$ cat src/design/fpac_consts.svh
`ifndef FPAC_CONSTS_SVH
`define FPAC_CONSTS_SVH
// timing: clock period, panel tick, timeout, debounce and blink half periods
`define FPAC_CLK_NS 50
`define FPAC_TICK_NS 1000000
`define FPAC_TICK_CYC (`FPAC_TICK_NS / `FPAC_CLK_NS)
`define FPAC_TMO_S 15
`define FPAC_TMO_MS (`FPAC_TMO_S * 1000)
`define FPAC_DEB_MS 10
`define FPAC_SLOW_MS 500
`define FPAC_FAST_MS 125
// audio levels in dB
`define FPAC_GAIN_MIN (-70)
`define FPAC_GAIN_MAX 12
`define FPAC_PEAK_MAX 3'h5
`define FPAC_REF_HI (-18)
`define FPAC_REF_LO (-20)
`define FPAC_VU_SPAN 20
// register byte offsets
`define FPAC_OFS_CTRL 6'h00
`define FPAC_OFS_GAIN 6'h04
`define FPAC_OFS_MAP 6'h08
`define FPAC_OFS_STAT 6'h0C
// control word fields
`define FPAC_CTRL_REF 0
`define FPAC_CTRL_DIG 1
`define FPAC_CTRL_PEAK 4:2
`define FPAC_CTRL_GRP 6:5
`define FPAC_CTRL_SETUP 7
// status word fields
`define FPAC_STAT_PRES 1:0
`define FPAC_STAT_MODE 4:2
`define FPAC_STAT_DIRTY 5
`define FPAC_STAT_AUD 6
`define FPAC_STAT_LOAD 7
// reset values
`define FPAC_MAP_RST 16'h8421
`endif

$ cat src/design/fpac_pkg.sv
package fpac_pkg;
    typedef enum logic [2:0] {M_IDLE, M_REF, M_GRP, M_G12, M_G34} fpac_mode_t;
    typedef enum logic [1:0] {P_NONE, P_525, P_625} fpac_pres_t;
    typedef enum logic [1:0] {C_OFF, C_GREEN, C_RED, C_ORANGE} fpac_color_t;
    // settings kept in non-volatile storage
    typedef struct packed {
        logic ref_lvl; // 0: -10 dBu, 1: +4 dBu
        logic dig_ref; // 0: -20 dBFS, 1: -18 dBFS
        logic [2:0] peak_sel; // 0 clipping, n: 2n dB headroom
        logic [1:0] group; // embedded group 1..4 as 0..3
        logic setup; // pedestal request
        logic [3:0][7:0] gain; // signed dB per input channel
        logic [3:0][3:0] map; // output mask per input channel
    } fpac_cfg_t;
    // video and audio output controls
    typedef struct packed {
        logic mute;
        logic pal;
        logic setup_on;
    } fpac_av_t;
    // front panel lamps
    typedef struct packed {
        fpac_color_t in;
        fpac_color_t ref_m10;
        fpac_color_t ref_p4;
        fpac_color_t [3:0] grp;
        fpac_color_t [1:0] vu;
        fpac_color_t [1:0] gain;
    } fpac_lamps_t;
    // whole state of the panel controller
    typedef struct packed {
        logic [2:0] s1;
        logic [2:0] s2;
        logic [2:0] db;
        logic [2:0] press;
        logic [2:0][3:0] dcnt;
        logic [15:0] tick_cnt;
        logic tick;
        logic [15:0] tmo_cnt;
        logic tmo_run;
        logic [8:0] slow_cnt;
        logic slow;
        logic [6:0] fast_cnt;
        logic fast;
        fpac_mode_t mode;
        fpac_cfg_t cfg;
        logic dirty;
        logic loading;
        fpac_pres_t pres;
        fpac_av_t av;
        fpac_lamps_t lamps;
        logic nv_save;
        fpac_cfg_t nvd;
        logic waitreq;
        logic [31:0] rdata;
    } fpac_state_t;
endpackage : fpac_pkg

$ cat src/design/fpac_top.sv
// Contract
// each mode button press advances the mode by exactly one state; the code ignores presses while stored settings are still loading
// fifteen seconds without a press returns the mode to idle; the code also restarts the timer on every bus write to the settings
// right or left press steps the blinking setting up or down
// in idle all lamps except meters are steady
// reference level select mode blinks the chosen reference lamp
// group select mode blinks the chosen group lamp
// gain mode blinks fast when gain changed, slow at default
// settings saved to storage only when the timeout expires
// saved settings are reloaded from storage after power-up
// input lamp green while a valid input is locked, else dark
// exactly one reference lamp green, matching the selection
// selected group lamp green with audio, red without
// group selection offers four embedded groups
// meter lamp red when level exceeds peak headroom threshold
// meter orange above 0 VU, green above -20 VU, else dark
// gain lamp red when pair gain is not unity
// 0 VU equals the selected digital reference level
// digital reference selectable as -18 or -20 dBFS
// video and audio muted when the input is lost
// encoder follows detected 525 or 625 line standard
// four channels with per-channel gain and output mapping
// setup pedestal acts only in 525 line operation
// peak threshold clipping or 2, 4, 6, 8, 10 dB
// channel gain in dB steps from -70 to +12
// input status is none, 525 locked or 625 locked
// mode order idle, reference, group, gain 1/2, gain 3/4, idle
// buttons debounced and edge detected, one press one event
//
// The address map and the Avalon-MM slave port are this design's own decisions.
`timescale 1ns/10ps
`default_nettype none
`include "fpac_consts.svh"

module fpac_top
    import fpac_pkg::*;
#(
    parameter int TICK_CYC = `FPAC_TICK_CYC, // clock cycles per 1 ms tick
    parameter int TMO_MS = `FPAC_TMO_MS // inactivity timeout in ms
) (
    input wire logic mclk_i, // 20 MHz clock
    input wire logic resetn_i, // async reset, active low
    input wire logic btn_mode_n_i, // mode button pin, low when pressed
    input wire logic btn_right_n_i, // right arrow pin, low when pressed
    input wire logic btn_left_n_i, // left arrow pin, low when pressed
    input wire logic sdi_lock_i, // receiver locked to a valid input
    input wire logic sdi_625_i, // receiver sees 625 lines
    input wire logic [3:0] grp_audio_i, // audio present per group
    input wire logic [1:0][7:0] lvl_i, // signed dBFS level per pair
    input wire logic nv_valid_i, // stored settings available
    input wire fpac_cfg_t nv_data_i, // stored settings
    input wire logic [5:0] avs_address_i, // byte address
    input wire logic avs_read_i, // read request
    input wire logic avs_write_i, // write request
    input wire logic [31:0] avs_writedata_i, // write data
    input wire logic [3:0] avs_byteenable_i, // byte lanes
    output logic [31:0] avs_readdata_o, // read data
    output logic avs_waitrequest_o, // stall
    output fpac_lamps_t lamps_o, // lamp colours
    output fpac_av_t av_o, // mute, standard, pedestal
    output fpac_cfg_t cfg_o, // live settings
    output fpac_pres_t pres_o, // input presence
    output logic nv_save_o, // store pulse
    output fpac_cfg_t nv_data_o // settings to store
);

    ////////////////////////////////////////////////////////////////
    fpac_state_t st;
    fpac_state_t next_st;
    logic tmo_hit;
    logic bus_cfg_wr;
    logic [5:0] ofs;

    // successor in the mode sequence
    function automatic fpac_mode_t mode_succ(input fpac_mode_t m);
        case (m)
            M_IDLE: return M_REF;
            M_REF: return M_GRP;
            M_GRP: return M_G12;
            M_G12: return M_G34;
            default: return M_IDLE;
        endcase
    endfunction : mode_succ

    // limit a gain to its legal range
    function automatic logic [7:0] gain_clamp(input logic [7:0] g);
        if ($signed(g) < $signed(8'(`FPAC_GAIN_MIN))) begin
            return 8'(`FPAC_GAIN_MIN);
        end
        if ($signed(g) > $signed(8'(`FPAC_GAIN_MAX))) begin
            return 8'(`FPAC_GAIN_MAX);
        end
        return g;
    endfunction : gain_clamp

    // one dB step up or down, held at the ends
    function automatic logic [7:0] gain_step(input logic [7:0] g, input logic up);
        if (up && $signed(g) < $signed(8'(`FPAC_GAIN_MAX))) begin
            return g + 8'h01;
        end
        if (!up && $signed(g) > $signed(8'(`FPAC_GAIN_MIN))) begin
            return g - 8'h01;
        end
        return g;
    endfunction : gain_step

    // force every field into its legal range
    function automatic fpac_cfg_t cfg_fix(input fpac_cfg_t c);
        fpac_cfg_t r;
        r = c;
        if (c.peak_sel > `FPAC_PEAK_MAX) begin
            r.peak_sel = `FPAC_PEAK_MAX;
        end
        for (int i = 0; i < 4; i++) begin
            r.gain[i] = gain_clamp(c.gain[i]);
        end
        return r;
    endfunction : cfg_fix

    // control word view of the settings
    function automatic logic [31:0] ctrl_word(input fpac_cfg_t c);
        logic [31:0] w;
        w = 32'h00000000;
        w[`FPAC_CTRL_REF] = c.ref_lvl;
        w[`FPAC_CTRL_DIG] = c.dig_ref;
        w[`FPAC_CTRL_PEAK] = c.peak_sel;
        w[`FPAC_CTRL_GRP] = c.group;
        w[`FPAC_CTRL_SETUP] = c.setup;
        return w;
    endfunction : ctrl_word

    // apply enabled byte lanes of a write
    function automatic logic [31:0] be_merge(input logic [31:0] old, input logic [31:0] wd,
                                             input logic [3:0] be);
        logic [31:0] r;
        r = old;
        for (int i = 0; i < 4; i++) begin
            if (be[i]) begin
                r[8*i+:8] = wd[8*i+:8];
            end
        end
        return r;
    endfunction : be_merge

    // meter colour from level, headroom and digital reference
    function automatic fpac_color_t vu_color(input logic [7:0] lv, input fpac_cfg_t c);
        logic signed [7:0] pk;
        logic signed [7:0] rf;
        logic signed [7:0] lo;
        pk = 8'sh00 - $signed({4'h0, c.peak_sel, 1'b0});
        rf = c.dig_ref ? $signed(8'(`FPAC_REF_HI)) : $signed(8'(`FPAC_REF_LO));
        lo = rf - $signed(8'(`FPAC_VU_SPAN));
        if ($signed(lv) >= pk) begin
            return C_RED;
        end
        if ($signed(lv) > rf) begin
            return C_ORANGE;
        end
        if ($signed(lv) > lo) begin
            return C_GREEN;
        end
        return C_OFF;
    endfunction : vu_color

    ////////////////////////////////////////////////////////////////
    // bus decode and timeout condition
    assign ofs = {avs_address_i[5:2], 2'b00};
    assign bus_cfg_wr = avs_write_i && !st.waitreq &&
        (ofs == `FPAC_OFS_CTRL || ofs == `FPAC_OFS_GAIN || ofs == `FPAC_OFS_MAP);
    assign tmo_hit = st.tick && st.tmo_run && st.tmo_cnt == 16'(TMO_MS - 1) &&
        !(|st.press) && !bus_cfg_wr;

    ////////////////////////////////////////////////////////////////
    // next state of the whole controller
    always_comb begin
        int gi;
        logic changed;
        logic blink_on;
        logic [31:0] w;
        gi = 0;
        changed = 1'b0;
        blink_on = 1'b0;
        w = 32'h00000000;
        next_st = st;
        next_st.tick = 1'b0;
        next_st.press = 3'h0;
        next_st.nv_save = 1'b0;
        // pin synchronisers, bit 0 mode, 1 right, 2 left
        next_st.s1 = ~{btn_left_n_i, btn_right_n_i, btn_mode_n_i};
        next_st.s2 = st.s1;
        // 1 ms tick divider
        if (st.tick_cnt == 16'(TICK_CYC - 1)) begin
            next_st.tick_cnt = 16'h0000;
            next_st.tick = 1'b1;
        end else begin
            next_st.tick_cnt = st.tick_cnt + 16'h0001;
        end
        // debounce, press pulse on a settled rising edge
        for (int b = 0; b < 3; b++) begin
            if (st.s2[b] == st.db[b]) begin
                next_st.dcnt[b] = 4'h0;
            end else if (st.tick) begin
                if (st.dcnt[b] == 4'(`FPAC_DEB_MS - 1)) begin
                    next_st.dcnt[b] = 4'h0;
                    next_st.db[b] = st.s2[b];
                    next_st.press[b] = st.s2[b];
                end else begin
                    next_st.dcnt[b] = st.dcnt[b] + 4'h1;
                end
            end
        end
        // slow and fast blink phases
        if (st.tick) begin
            if (st.slow_cnt == 9'(`FPAC_SLOW_MS - 1)) begin
                next_st.slow_cnt = 9'h000;
                next_st.slow = !st.slow;
            end else begin
                next_st.slow_cnt = st.slow_cnt + 9'h001;
            end
            if (st.fast_cnt == 7'(`FPAC_FAST_MS - 1)) begin
                next_st.fast_cnt = 7'h00;
                next_st.fast = !st.fast;
            end else begin
                next_st.fast_cnt = st.fast_cnt + 7'h01;
            end
        end
        // inactivity timer, save only on expiry
        if (|st.press || bus_cfg_wr) begin
            next_st.tmo_cnt = 16'h0000;
            next_st.tmo_run = 1'b1;
        end else if (tmo_hit) begin
            next_st.tmo_run = 1'b0;
            next_st.mode = M_IDLE;
            next_st.nv_save = st.dirty;
            next_st.nvd = st.cfg;
            next_st.dirty = 1'b0;
        end else if (st.tick && st.tmo_run) begin
            next_st.tmo_cnt = st.tmo_cnt + 16'h0001;
        end
        // panel buttons, ignored until settings are restored
        if (!st.loading) begin
            if (st.press[0]) begin
                next_st.mode = mode_succ(st.mode);
            end else if (st.press[1] || st.press[2]) begin
                case (st.mode)
                    M_REF: begin
                        next_st.cfg.ref_lvl = !st.cfg.ref_lvl;
                        next_st.dirty = 1'b1;
                    end
                    M_GRP: begin
                        next_st.cfg.group = st.press[1] ? st.cfg.group + 2'h1 : st.cfg.group - 2'h1;
                        next_st.dirty = 1'b1;
                    end
                    M_G12, M_G34: begin
                        for (int c = 0; c < 2; c++) begin
                            gi = (st.mode == M_G34) ? c + 2 : c;
                            next_st.cfg.gain[gi] = gain_step(st.cfg.gain[gi], st.press[1]);
                        end
                        next_st.dirty = 1'b1;
                    end
                    default: begin
                    end
                endcase
            end
        end
        // restore stored settings after power-up
        if (st.loading && nv_valid_i) begin
            next_st.cfg = cfg_fix(nv_data_i);
            next_st.loading = 1'b0;
            next_st.dirty = 1'b0;
        end
        // input status and output controls
        next_st.pres = !sdi_lock_i ? P_NONE : (sdi_625_i ? P_625 : P_525);
        next_st.av.mute = !sdi_lock_i;
        if (sdi_lock_i) begin
            next_st.av.pal = sdi_625_i;
        end
        next_st.av.setup_on = st.cfg.setup && sdi_lock_i && !sdi_625_i;
        // input and reference lamps
        next_st.lamps.in = (st.pres != P_NONE) ? C_GREEN : C_OFF;
        blink_on = (st.mode != M_REF) || st.slow;
        next_st.lamps.ref_m10 = (!st.cfg.ref_lvl && blink_on) ? C_GREEN : C_OFF;
        next_st.lamps.ref_p4 = (st.cfg.ref_lvl && blink_on) ? C_GREEN : C_OFF;
        // group lamps
        blink_on = (st.mode != M_GRP) || st.slow;
        for (int g = 0; g < 4; g++) begin
            if (st.cfg.group == 2'(g) && blink_on) begin
                next_st.lamps.grp[g] = grp_audio_i[g] ? C_GREEN : C_RED;
            end else begin
                next_st.lamps.grp[g] = C_OFF;
            end
        end
        // meter and gain lamps per pair
        for (int p = 0; p < 2; p++) begin
            next_st.lamps.vu[p] = vu_color(lvl_i[p], st.cfg);
            changed = (st.cfg.gain[2*p] != 8'h00) || (st.cfg.gain[2*p+1] != 8'h00);
            if (st.mode == (p == 0 ? M_G12 : M_G34)) begin
                blink_on = changed ? st.fast : st.slow;
                next_st.lamps.gain[p] = !blink_on ? C_OFF : (changed ? C_RED : C_GREEN);
            end else begin
                next_st.lamps.gain[p] = changed ? C_RED : C_OFF;
            end
        end
        // bus slave, one wait cycle then the transfer completes
        if ((avs_read_i || avs_write_i) && st.waitreq) begin
            next_st.waitreq = 1'b0;
            case (ofs)
                `FPAC_OFS_CTRL: next_st.rdata = ctrl_word(st.cfg);
                `FPAC_OFS_GAIN: next_st.rdata = st.cfg.gain;
                `FPAC_OFS_MAP: next_st.rdata = {16'h0000, st.cfg.map};
                `FPAC_OFS_STAT: begin
                    next_st.rdata = 32'h00000000;
                    next_st.rdata[`FPAC_STAT_PRES] = st.pres;
                    next_st.rdata[`FPAC_STAT_MODE] = st.mode;
                    next_st.rdata[`FPAC_STAT_DIRTY] = st.dirty;
                    next_st.rdata[`FPAC_STAT_AUD] = grp_audio_i[st.cfg.group];
                    next_st.rdata[`FPAC_STAT_LOAD] = st.loading;
                end
                default: next_st.rdata = 32'h00000000;
            endcase
        end else if (!st.waitreq) begin
            next_st.waitreq = 1'b1;
        end
        // bus writes to settings, last so they win
        if (bus_cfg_wr) begin
            case (ofs)
                `FPAC_OFS_CTRL: begin
                    w = be_merge(ctrl_word(st.cfg), avs_writedata_i, avs_byteenable_i);
                    next_st.cfg.ref_lvl = w[`FPAC_CTRL_REF];
                    next_st.cfg.dig_ref = w[`FPAC_CTRL_DIG];
                    next_st.cfg.peak_sel = w[`FPAC_CTRL_PEAK];
                    next_st.cfg.group = w[`FPAC_CTRL_GRP];
                    next_st.cfg.setup = w[`FPAC_CTRL_SETUP];
                end
                `FPAC_OFS_GAIN: begin
                    next_st.cfg.gain = be_merge(st.cfg.gain, avs_writedata_i, avs_byteenable_i);
                end
                default: begin
                    w = be_merge({16'h0000, st.cfg.map}, avs_writedata_i, avs_byteenable_i);
                    next_st.cfg.map = w[15:0];
                end
            endcase
            next_st.cfg = cfg_fix(next_st.cfg);
            next_st.dirty = 1'b1;
        end
    end

    ////////////////////////////////////////////////////////////////
    // state register
    always_ff @(posedge mclk_i or negedge resetn_i) begin
        if (!resetn_i) begin
            st <= '0;
            st.waitreq <= 1'b1;
            st.loading <= 1'b1;
            st.cfg.map <= `FPAC_MAP_RST;
            st.lamps.ref_m10 <= C_GREEN; // reset selection is -10 dBu, its lamp lit at once
        end else begin
            st <= next_st;
        end
    end

    // outputs straight from the state register
    assign avs_readdata_o = st.rdata;
    assign avs_waitrequest_o = st.waitreq;
    assign lamps_o = st.lamps;
    assign av_o = st.av;
    assign cfg_o = st.cfg;
    assign pres_o = st.pres;
    assign nv_save_o = st.nv_save;
    assign nv_data_o = st.nvd;
endmodule : fpac_top
`default_nettype wire

$ cat config.mk
export PLATFORM = sky130hd
export DESIGN_NAME = fpac_top
export DESIGN_NICKNAME = d
export VERILOG_FILES = /design/src/design/fpac_pkg.sv /design/src/design/fpac_top.sv
export VERILOG_INCLUDE_DIRS = /design/src /design/src/design
export SDC_FILE = /design/constraint.sdc
export NUM_CORES = 1
export LEC_CHECK = 0
export BUFFER_PORTS_ARGS = -buffer_cell sky130_fd_sc_hd__buf_2
export CAP_MARGIN = 25
export CORE_ASPECT_RATIO = 0.8
export CORE_MARGIN = 4
export CORE_UTILIZATION = 52
export CTS_BUF_LIST = sky130_fd_sc_hd__clkbuf_16
export CTS_CLUSTER_SIZE = 8
export DETAILED_ROUTE_END_ITERATION = 12
export PLACE_DENSITY = 0.86
export REMOVE_ABC_BUFFERS = 1
export SLEW_MARGIN = 40
export SYNTH_ARGS = -nofsm -noshare
export SYNTH_HDL_FRONTEND = slang
export SYNTH_SLANG_ARGS = --single-unit
$ cat constraint.sdc
create_clock -name mclk_i -period 3.6 [get_ports mclk_i]
set_input_delay 0.36 -clock mclk_i [delete_from_list [all_inputs] [get_ports mclk_i]]
set_output_delay 0.36 -clock mclk_i [all_outputs]
set_load 0.01 [all_outputs]
== Word level (Yosys, flattened, before mapping) ==
Index checks and enable logic that the tools add are counted.

* Register bits: 251
* Output and inout bits: 173
* Logic and storage cells: 450

* Add/subtract/negate cells: 15
* Magnitude comparators: 33
* Equal/unequal tests: 26
* Muxes and demuxes: 243
* Bitwise logic cells: 5
* Reductions and logical operators: 64

{| class="wikitable"
|+ Operators with widths
! operator !! count
|-
| 8-bit two-way mux || 63
|-
| 32-bit two-way mux || 6
|-
| 57-bit two-way mux || 3
|-
| 32-bit case mux with 4 select lines || 1
|-
| 1-bit two-way mux || 101
|-
| 2-bit two-way mux || 38
|-
| 32-bit bitwise mux || 2
|-
| 8-bit by 5-bit greater-than comparator with 1-bit output, second input constant || 8
|-
| 8-bit < comparator, second input constant || 8
|-
| 16-bit two-way mux || 4
|-
| 58-bit two-way mux || 1
|-
| 4-bit two-way mux || 10
|-
| 16-bit by 1-bit adder with 16-bit output, second input constant || 2
|-
| 8-bit binary-select mux with 2-bit select || 2
|-
| 8-bit demux with 2-bit select || 2
|-
| 8-bit nonzero test || 4
|-
| 1-bit logical AND || 22
|-
| 17-bit two-way mux || 1
|-
| 8-bit by 1-bit adder with 8-bit output, second input constant || 2
|-
| 16-bit by 14-bit == test with 1-bit output, second input constant || 1
|-
| 16-bit by 15-bit == test with 1-bit output, second input constant || 1
|-
| 8-bit by 5-bit greater-or-equal comparator with 1-bit output || 2
|-
| 8-bit by 7-bit greater-than comparator with 1-bit output || 2
|-
| 8-bit greater-than comparator, second input constant || 2
|-
| 47 further kinds || 98
|}

== Depth between registers and ports, before layout ==
Gate-level depths: netlist (run 1).

* Depth in word-level cells: 40
* Gate-level depth with buffers: 19
* Gate-level depth less buffers: 15

== Least setup slack after synthesis (run 1) ==
OpenSTA, ideal clock, no wires.

* Kind: flip-flop to flip-flop
* Start point: register st[175] in the netlist's numbering
* End point: register st, in the netlist cfg_o[26]
* Setup time: 0.121 ns
* Arrival: 3.718 ns
* Data required time: 3.479 ns
* Path slack: -0.239 ns
* Cell stages (with the launch flop): 18
* Buffers on the path: 4
* Path through: dfrtp_1 > buf_2 > nor3b_2 > buf_4 > buf_4 > buf_2 > a21boi_0 > ha_1 > nor2b_1 > o21ai_0 > a2bb2oi_1 > o21a_1 > xor2_1 > o21ai_0 > a32o_1 > a21boi_1 > o21ai_0 > a22o_1

{| class="wikitable"
|+ RTL lines
! what !! RTL line !! text
|-
| start, declared || fpac_top.sv:68 || <nowiki>fpac_state_t st;</nowiki>
|-
| start signal, assigned || fpac_top.sv:358 || <nowiki>st <= next_st;</nowiki>
|}

==> reports/qor.txt, run 1 <==
Tmin final = 3.53 ns
Hold Violations, Final = 0
Yosys cell types = 86
Post-route DRC = 0
maximum root-to-sink buffer count = 3
Overall Power = 0.00963 W
Max rail drop VDD = 0.000282 V
Die Span X = 206 um
area delta synth->final = 14.4%
DP Worst Slack = 0.108 ns
antenna viol nets, final = 0
Die Area = 0.0342 sq mm
CTS tree = yes
Crit. End Element = register
drt wl/cell = 21.7 um
count of final max-slew check failures = 0
CP Launch Type = register
number of global-route vias before repair = 14400
Total GRT Usage = 29.4%
YS warnings = 0
Max Cap Violations = 0
Storage cell area = 0.00629 sq mm
Min-Delay Path Class = in2reg
grt ovf = 0
DP Wirelength = 38400 um
Setup TNS = 0 ns
period utilization = 98.0%
number of flops mapped to enable cells by yosys = 0
CP max FO = 19
CTS sink cnt = 251
Reg clk slew, reported paths = 0.05 ns
worst rel slew slack = 49.0%
DRT iter0 DRCs = 1611
H-tree depth = 2
Vias/cell = 6.20
Via Count = 15000
I/O pin count = 301
final setup fails = 0
Worst R2R Setup Slack = 0.07 ns
fmax = 0.284 GHz
Pre-antenna DRT Iters = 6
Clock Latency Late Sink = 0.52 ns
worst-margin pin slew = 0.755 ns
initial antenna violation count = 5
Final Instance Area = 0.0186 sq mm
first-pass GRT wire length = 80900 um
static leakage = 8.91 nW
Fill cells = 2539
Initial Util = 53.2%
layout cell share with drive strength beyond 1 = 27.8%
Port Buffers = 295
Final Skew = 0.0178 ns
Arr. time, crit path = 3.94 ns
Yosys reg bits = 251
largest net degree at the start of global routing = 84
multi-input logic area = 0.00823 sq mm
final worst setup slack = 0.0736 ns
Netlist Area Pre-Place = 0.0163 sq mm
CTS root buffer = clkbuf_16
Core ar. = 0.0306 sq mm
sequential share of the synthesized area = 38.6%
Nets = 2153
Die Y = 166 um
Rows = 57
Avg Cell Area, Syn = 8.92 sq um
Cells after Synth = 1826
Primary FF master, synth = dfrtp_1
Placed Area = 0.0174 sq mm
ys async rst share = 100%
PD cells = 517 mW/mm^2
RSZ-0062 raised after global routing = yes
critical path class = reg2reg
routability cong. = 0.988
TritonCTS buffer count = 37
WL final = 52600 um
status = finished clean
CP required = 4.01 ns
power by group:
group,switching [W],internal (W)
registers,0.000407,0.00311
logic,0.00178,0.00124
clock network,0.00124,0.00187
kinds of logic (layout without fill, tap and decap cells):
family / count (synthesis) / after routing / synth area share [%]
buffers and inverters: 331 / 506 / 11.7
other: 1 / 6 / 0.0230
xor gates and xnor gates: 56 / 56 / 3.01
and+or+nand+nor: 615 / 615 / 18.5
adders and majority gates: 36 / 36 / 2.76
DFF: 251 / 251 / 38.6
AOI/OAI and AO/OA: 428 / 428 / 17.7
muxes: 108 / 108 / 7.68
sequential cells by signal (all words and copies together), names as in the netlist:
| register | flops |
|---|---|
| st | 78 |
| cfg_o | 56 |
| nv_data_o | 56 |
| avs_readdata_o | 32 |
| lamps_o | 19 |
| av_o | 3 |
| next_st | 3 |
| pres_o | 2 |
| avs_waitrequest_o | 1 |
| nv_save_o | 1 |
through the flow:
step	hold WS (ns)	utilization (%)	std cells
2_1_floorplan	0.0644	-	1550
3_3_place_gp	0.336	57.0	2354
3_5_place_dp	0.341	57.0	2354
4_1_cts	0.00947	60.6	2413
5_1_grt	0.0266	60.9	2419
6_report	0.0265	60.9	2419
cells in the final DEF (no fill, tap or decap), types with 16 or more instances in the layout:
| cell | Yosys | routed |
|---|---|---|
| or3_1 | 21 | 20 |
| buf_2 | 10 | 294 |
| buf_4 | 173 | 91 |
| mux2_2 | 56 | 56 |
| nor2_1 | 192 | 191 |
| nand2_1 | 136 | 136 |
| mux2i_1 | 44 | 43 |
| o22ai_1 | 27 | 26 |
| xor2_1 | 28 | 27 |
| nor3_1 | 35 | 33 |
| ha_1 | 36 | 35 |
| nor4_1 | 17 | 16 |
| a21oi_1 | 73 | 71 |
| nand3_1 | 59 | 58 |
| and3_1 | 26 | 26 |
| inv_1 | 53 | 66 |
| a31oi_1 | 16 | 16 |
| dfrtp_1 | 244 | 243 |
| clkbuf_16 | 0 | 38 |
| a22o_1 | 29 | 29 |
| xnor2_1 | 28 | 28 |
| nand4_1 | 23 | 23 |
| o21ai_0 | 106 | 106 |
| nand2b_1 | 18 | 17 |
| nor2b_1 | 23 | 22 |
| o211ai_1 | 19 | 19 |
worst paths after layout:
kind                                startpoint                  to  cells past startpoint
worst max-delay path                   st[176]           cfg_o[24]                     11
worst min-delay path            grp_audio_i[2]         lamps_o[13]                      2
worst max register to register         st[176]           cfg_o[24]                     11
worst min register to register    next_st[250]             st[250]                      0
max in group asynchronous             resetn_i            cfg_o[5]                      3
min in group asynchronous             resetn_i  avs_readdata_o[24]                      2
cells in the mapped netlist (8+ instances only):
cell      count  share of area (%)
dfrtp_1     244                 37
nor2_1      192                4.4
buf_4       173                8.0
nand2_1     136                3.1
o21ai_0     106                3.3
clkbuf_1     86                2.0
a21oi_1      73                2.2
nand3_1      59                1.8
mux2_2       56                3.9
inv_1        53                1.2
mux2i_1      44                2.7
ha_1         36                2.8
nor3_1       35                1.1
a22o_1       29                1.6
xnor2_1      28                1.5
xor2_1       28                1.5
o22ai_1      27                1.0
and3_1       26                1.0
nand4_1      23               0.88
nor2b_1      23               0.88
or3_1        21               0.81
o211ai_1     19               0.88
nand2b_1     18               0.69
nor4_1       17               0.65
a31oi_1      16               0.61
a211oi_1     14               0.65
a21o_1       14               0.65
a22oi_1      14               0.65
o21a_1       13               0.60
o31ai_1      12               0.55
buf_2        10               0.31
or2_2        10               0.38
nor3b_1       9               0.41
and2_1        8               0.31
buf_1         8               0.18
mux4_2        8                1.1
nand3b_1      8               0.37
what timing repair did:
item                       4_1_cts  5_1_grt
buffers inserted                 0        3
hold endpoints to repair        66        0
setup endpoints to repair        0       18
resized for setup                0       19
hold buffers                     6        0
worst max-delay path, stage by stage, from the launching register on:
cell,delay (ns)
dfrtp_2,0.44
or3b_1,0.48
buf_12,0.20
or4_4,0.53
o21a_4,0.17
or4_4,0.49
nand3_2,0.10
a211oi_1,0.09
a211oi_2,0.29
o21ai_1,0.17
or2_0,0.24
a31o_1,0.21
routing by layer:
metal	vias up	GRT usage, %	wire, um
met1	7225	42.0	22300
met3	144	6.46	5510
met4	4	9.92	1750
li1	6712	-	-
met5	-	0	24
met2	907	44.5	23000
area by class of cell:
class                   instances  area share [%]
flip-flops and latches        251            33.7
multi-input cells            1246            44.1
repair buffers                400            12.8
clock inverters                15           0.376
diodes                          3          0.0403
well taps                     413            2.77
clock buffers                  38            5.10
inverters                      53            1.07
No activity file was read; power rests on OpenSTA's default activity.
==> run 2, diff against run 1 <==
--- a/config.mk
+++ b/config.mk
@@ -14,6 +14,7 @@
 export CTS_BUF_LIST = sky130_fd_sc_hd__clkbuf_16
 export CTS_CLUSTER_SIZE = 8
 export DETAILED_ROUTE_END_ITERATION = 12
+export GPL_TIMING_DRIVEN = 0
 export PLACE_DENSITY = 0.86
 export REMOVE_ABC_BUFFERS = 1
 export SLEW_MARGIN = 40
==> reports/qor.txt, run 2 (synthesized netlist as in run 1, its figures left out) <==
critical path class = reg2reg
fmax = 0.282 GHz
Initial Util = 53.2%
initial antenna violation count = 10
drt wl/cell = 21.6 um
max incr delay on CP = 0.76 ns
CTS root buffer = clkbuf_16
Crit. End Element = register
CP max FO = 16
Vias/cell = 6.21
hold path start = grp_audio_i[1]
WL final = 51500 um
Reg-to-Reg Start = cfg_o[18]
TritonCTS buffer count = 37
GR Layer Usage met2 = 42.3%
area delta synth->final = 14.3%
worst rel slew slack = 51.9%
CP Launch Type = register
Port Buffers = 295
grt met3 use = 8.30%
PD cells = 508 mW/mm^2
maximum root-to-sink buffer count = 3
reg2reg end = cfg_o[32]
Via Count = 14800
Die Area = 0.0342 sq mm
met1 usage = 39.3%
Fin Hold WS = 0.0266 ns
multi-input logic area = 0.00849 sq mm
antenna viol nets, final = 0
Post-route DRC = 0
Arr. time, crit path = 3.94 ns
number of global-route vias before repair = 14400
Die Span X = 206 um
Overall Power = 0.00946 W
RSZ-0062 raised after global routing = yes
Nets = 2105
Worst R2R Setup Slack = 0.05 ns
period utilization = 98.5%
max FFs per register = 78
count of final max-slew check failures = 0
Tmin final = 3.55 ns
Min-Delay Path Class = in2reg
Total GRT Usage = 28.5%
DP Wirelength = 36300 um
Final Skew = 0.0173 ns
CTS tree = yes
CP max stage cell = dfrtp_1
CP startpoint = cfg_o[18]
DRT iter0 DRCs = 1664
worst-margin pin slew = 0.703 ns
largest net degree at the start of global routing = 75
status = finished clean
static leakage = 8.79 nW
routability cong. = 0.958
CP required = 3.99 ns
first-pass GRT wire length = 79200 um
H-tree depth = 2
final setup fails = 0
Max rail drop VDD = 0.000274 V
Reg clk slew, reported paths = 0.05 ns
Hold Violations, Final = 0
CP cell instances = nand3_1, nor2_1, a311oi_1, a311oi_2, o21ai_0, o21ai_1, or3b_2, o211a_1, a32o_1
Storage cell area = 0.00630 sq mm
Core ar. = 0.0306 sq mm
grt ovf = 0
I/O pin count = 301
most common cell after layout, fill and taps aside = buf_2
grt peak-use layer = met2
commonest non-fill, non-tap cells in the layout = 299 x buf_2, 235 x dfrtp_1, 189 x nor2_1
Die Y = 166 um
Max Cap Violations = 0
Pre-antenna DRT Iters = 8
CTS sink cnt = 251
Rows = 57
Clock Latency Late Sink = 0.52 ns
Fill cells = 2493
layout cell share with drive strength beyond 1 = 28.0%
Worst Hold Path Cells = 2
worst r2r path cells = 9
Largest Register = st
Hold EP = lamps_o[11]
Setup TNS = 0 ns
[run 2: cell types whose count changed in the layout (fill, tap and decap cells not counted), sizes merged]
cell	change
clkinv	+1
or3b	+1
buf	-48
dlygate4sd3	-2
clkbuf	+1
inv	+3
diode	+6
[run 2: report_power, final]
part,leakage (nW),switching [W],internal [W]
clock,0.564,0.00124,0.00187
combinational,4.95,0.00144,0.00110
sequential,3.27,0.000707,0.00310
total,8.79,0.00339,0.00607
[run 2: final cells by class]
class	instances	share of cell area, %
multi-input cells	1247	45.6
flip-flops and latches	251	33.9
repair buffers	351	11.0
clock buffers	38	5.11
well taps	413	2.78
inverters	53	1.07
clock inverters	19	0.450
diodes	9	0.121
[run 2: what timing repair did]
action                                 CTS  global route
setup buffers                            9            21
resized for setup                       25            50
gates cloned                             1             2
endpoints found under the hold margin   37             0
setup endpoints to repair               26            20
pin swaps                                5            15
hold buffers                             4             0
[run 2: per-stage QoR]
step / instance area [sq um] / setup slack (ns) / utilization (%) / instances
after floorplan: 14600 / -1.34 / - / 1550
after global placement: 16600 / -4.04 / 54.2 / 2258
after detailed placement: 16900 / -0.821 / 55.4 / 2278
after CTS: 18200 / 0.00273 / 59.5 / 2349
after global routing: 18600 / -0.0611 / 60.8 / 2380
final: 18600 / 0.0536 / 60.9 / 2381
[run 2: per-layer routing]
layer  up-vias  wire length [um]
met2       929             22500
li1       6630                 -
met5         -                25
met1      7077             21500
met4         4              1930
met3       149              5660
[run 2: worst max-delay path by stage]
stage / to / slack, ns / cells past startpoint
finish: cfg_o[32] / 0.05 / 9
global route: cfg_o[32] / -0.06 / 9
CTS: cfg_o[27] / 0.003 / 10
detailed placement: cfg_o[26] / -0.82 / 14
global placement: cfg_o[27] / -4.04 / 6
floorplan: cfg_o[40] / -1.34 / 10
[run 2: worst max-delay path, delay by kind of cell (launching register included)]
kind | cells | cell delay, ns
AO/OA/AOI/OAI | 6 | 1.69
AND/OR/NAND/NOR | 3 | 0.97
flip-flops | 1 | 0.76
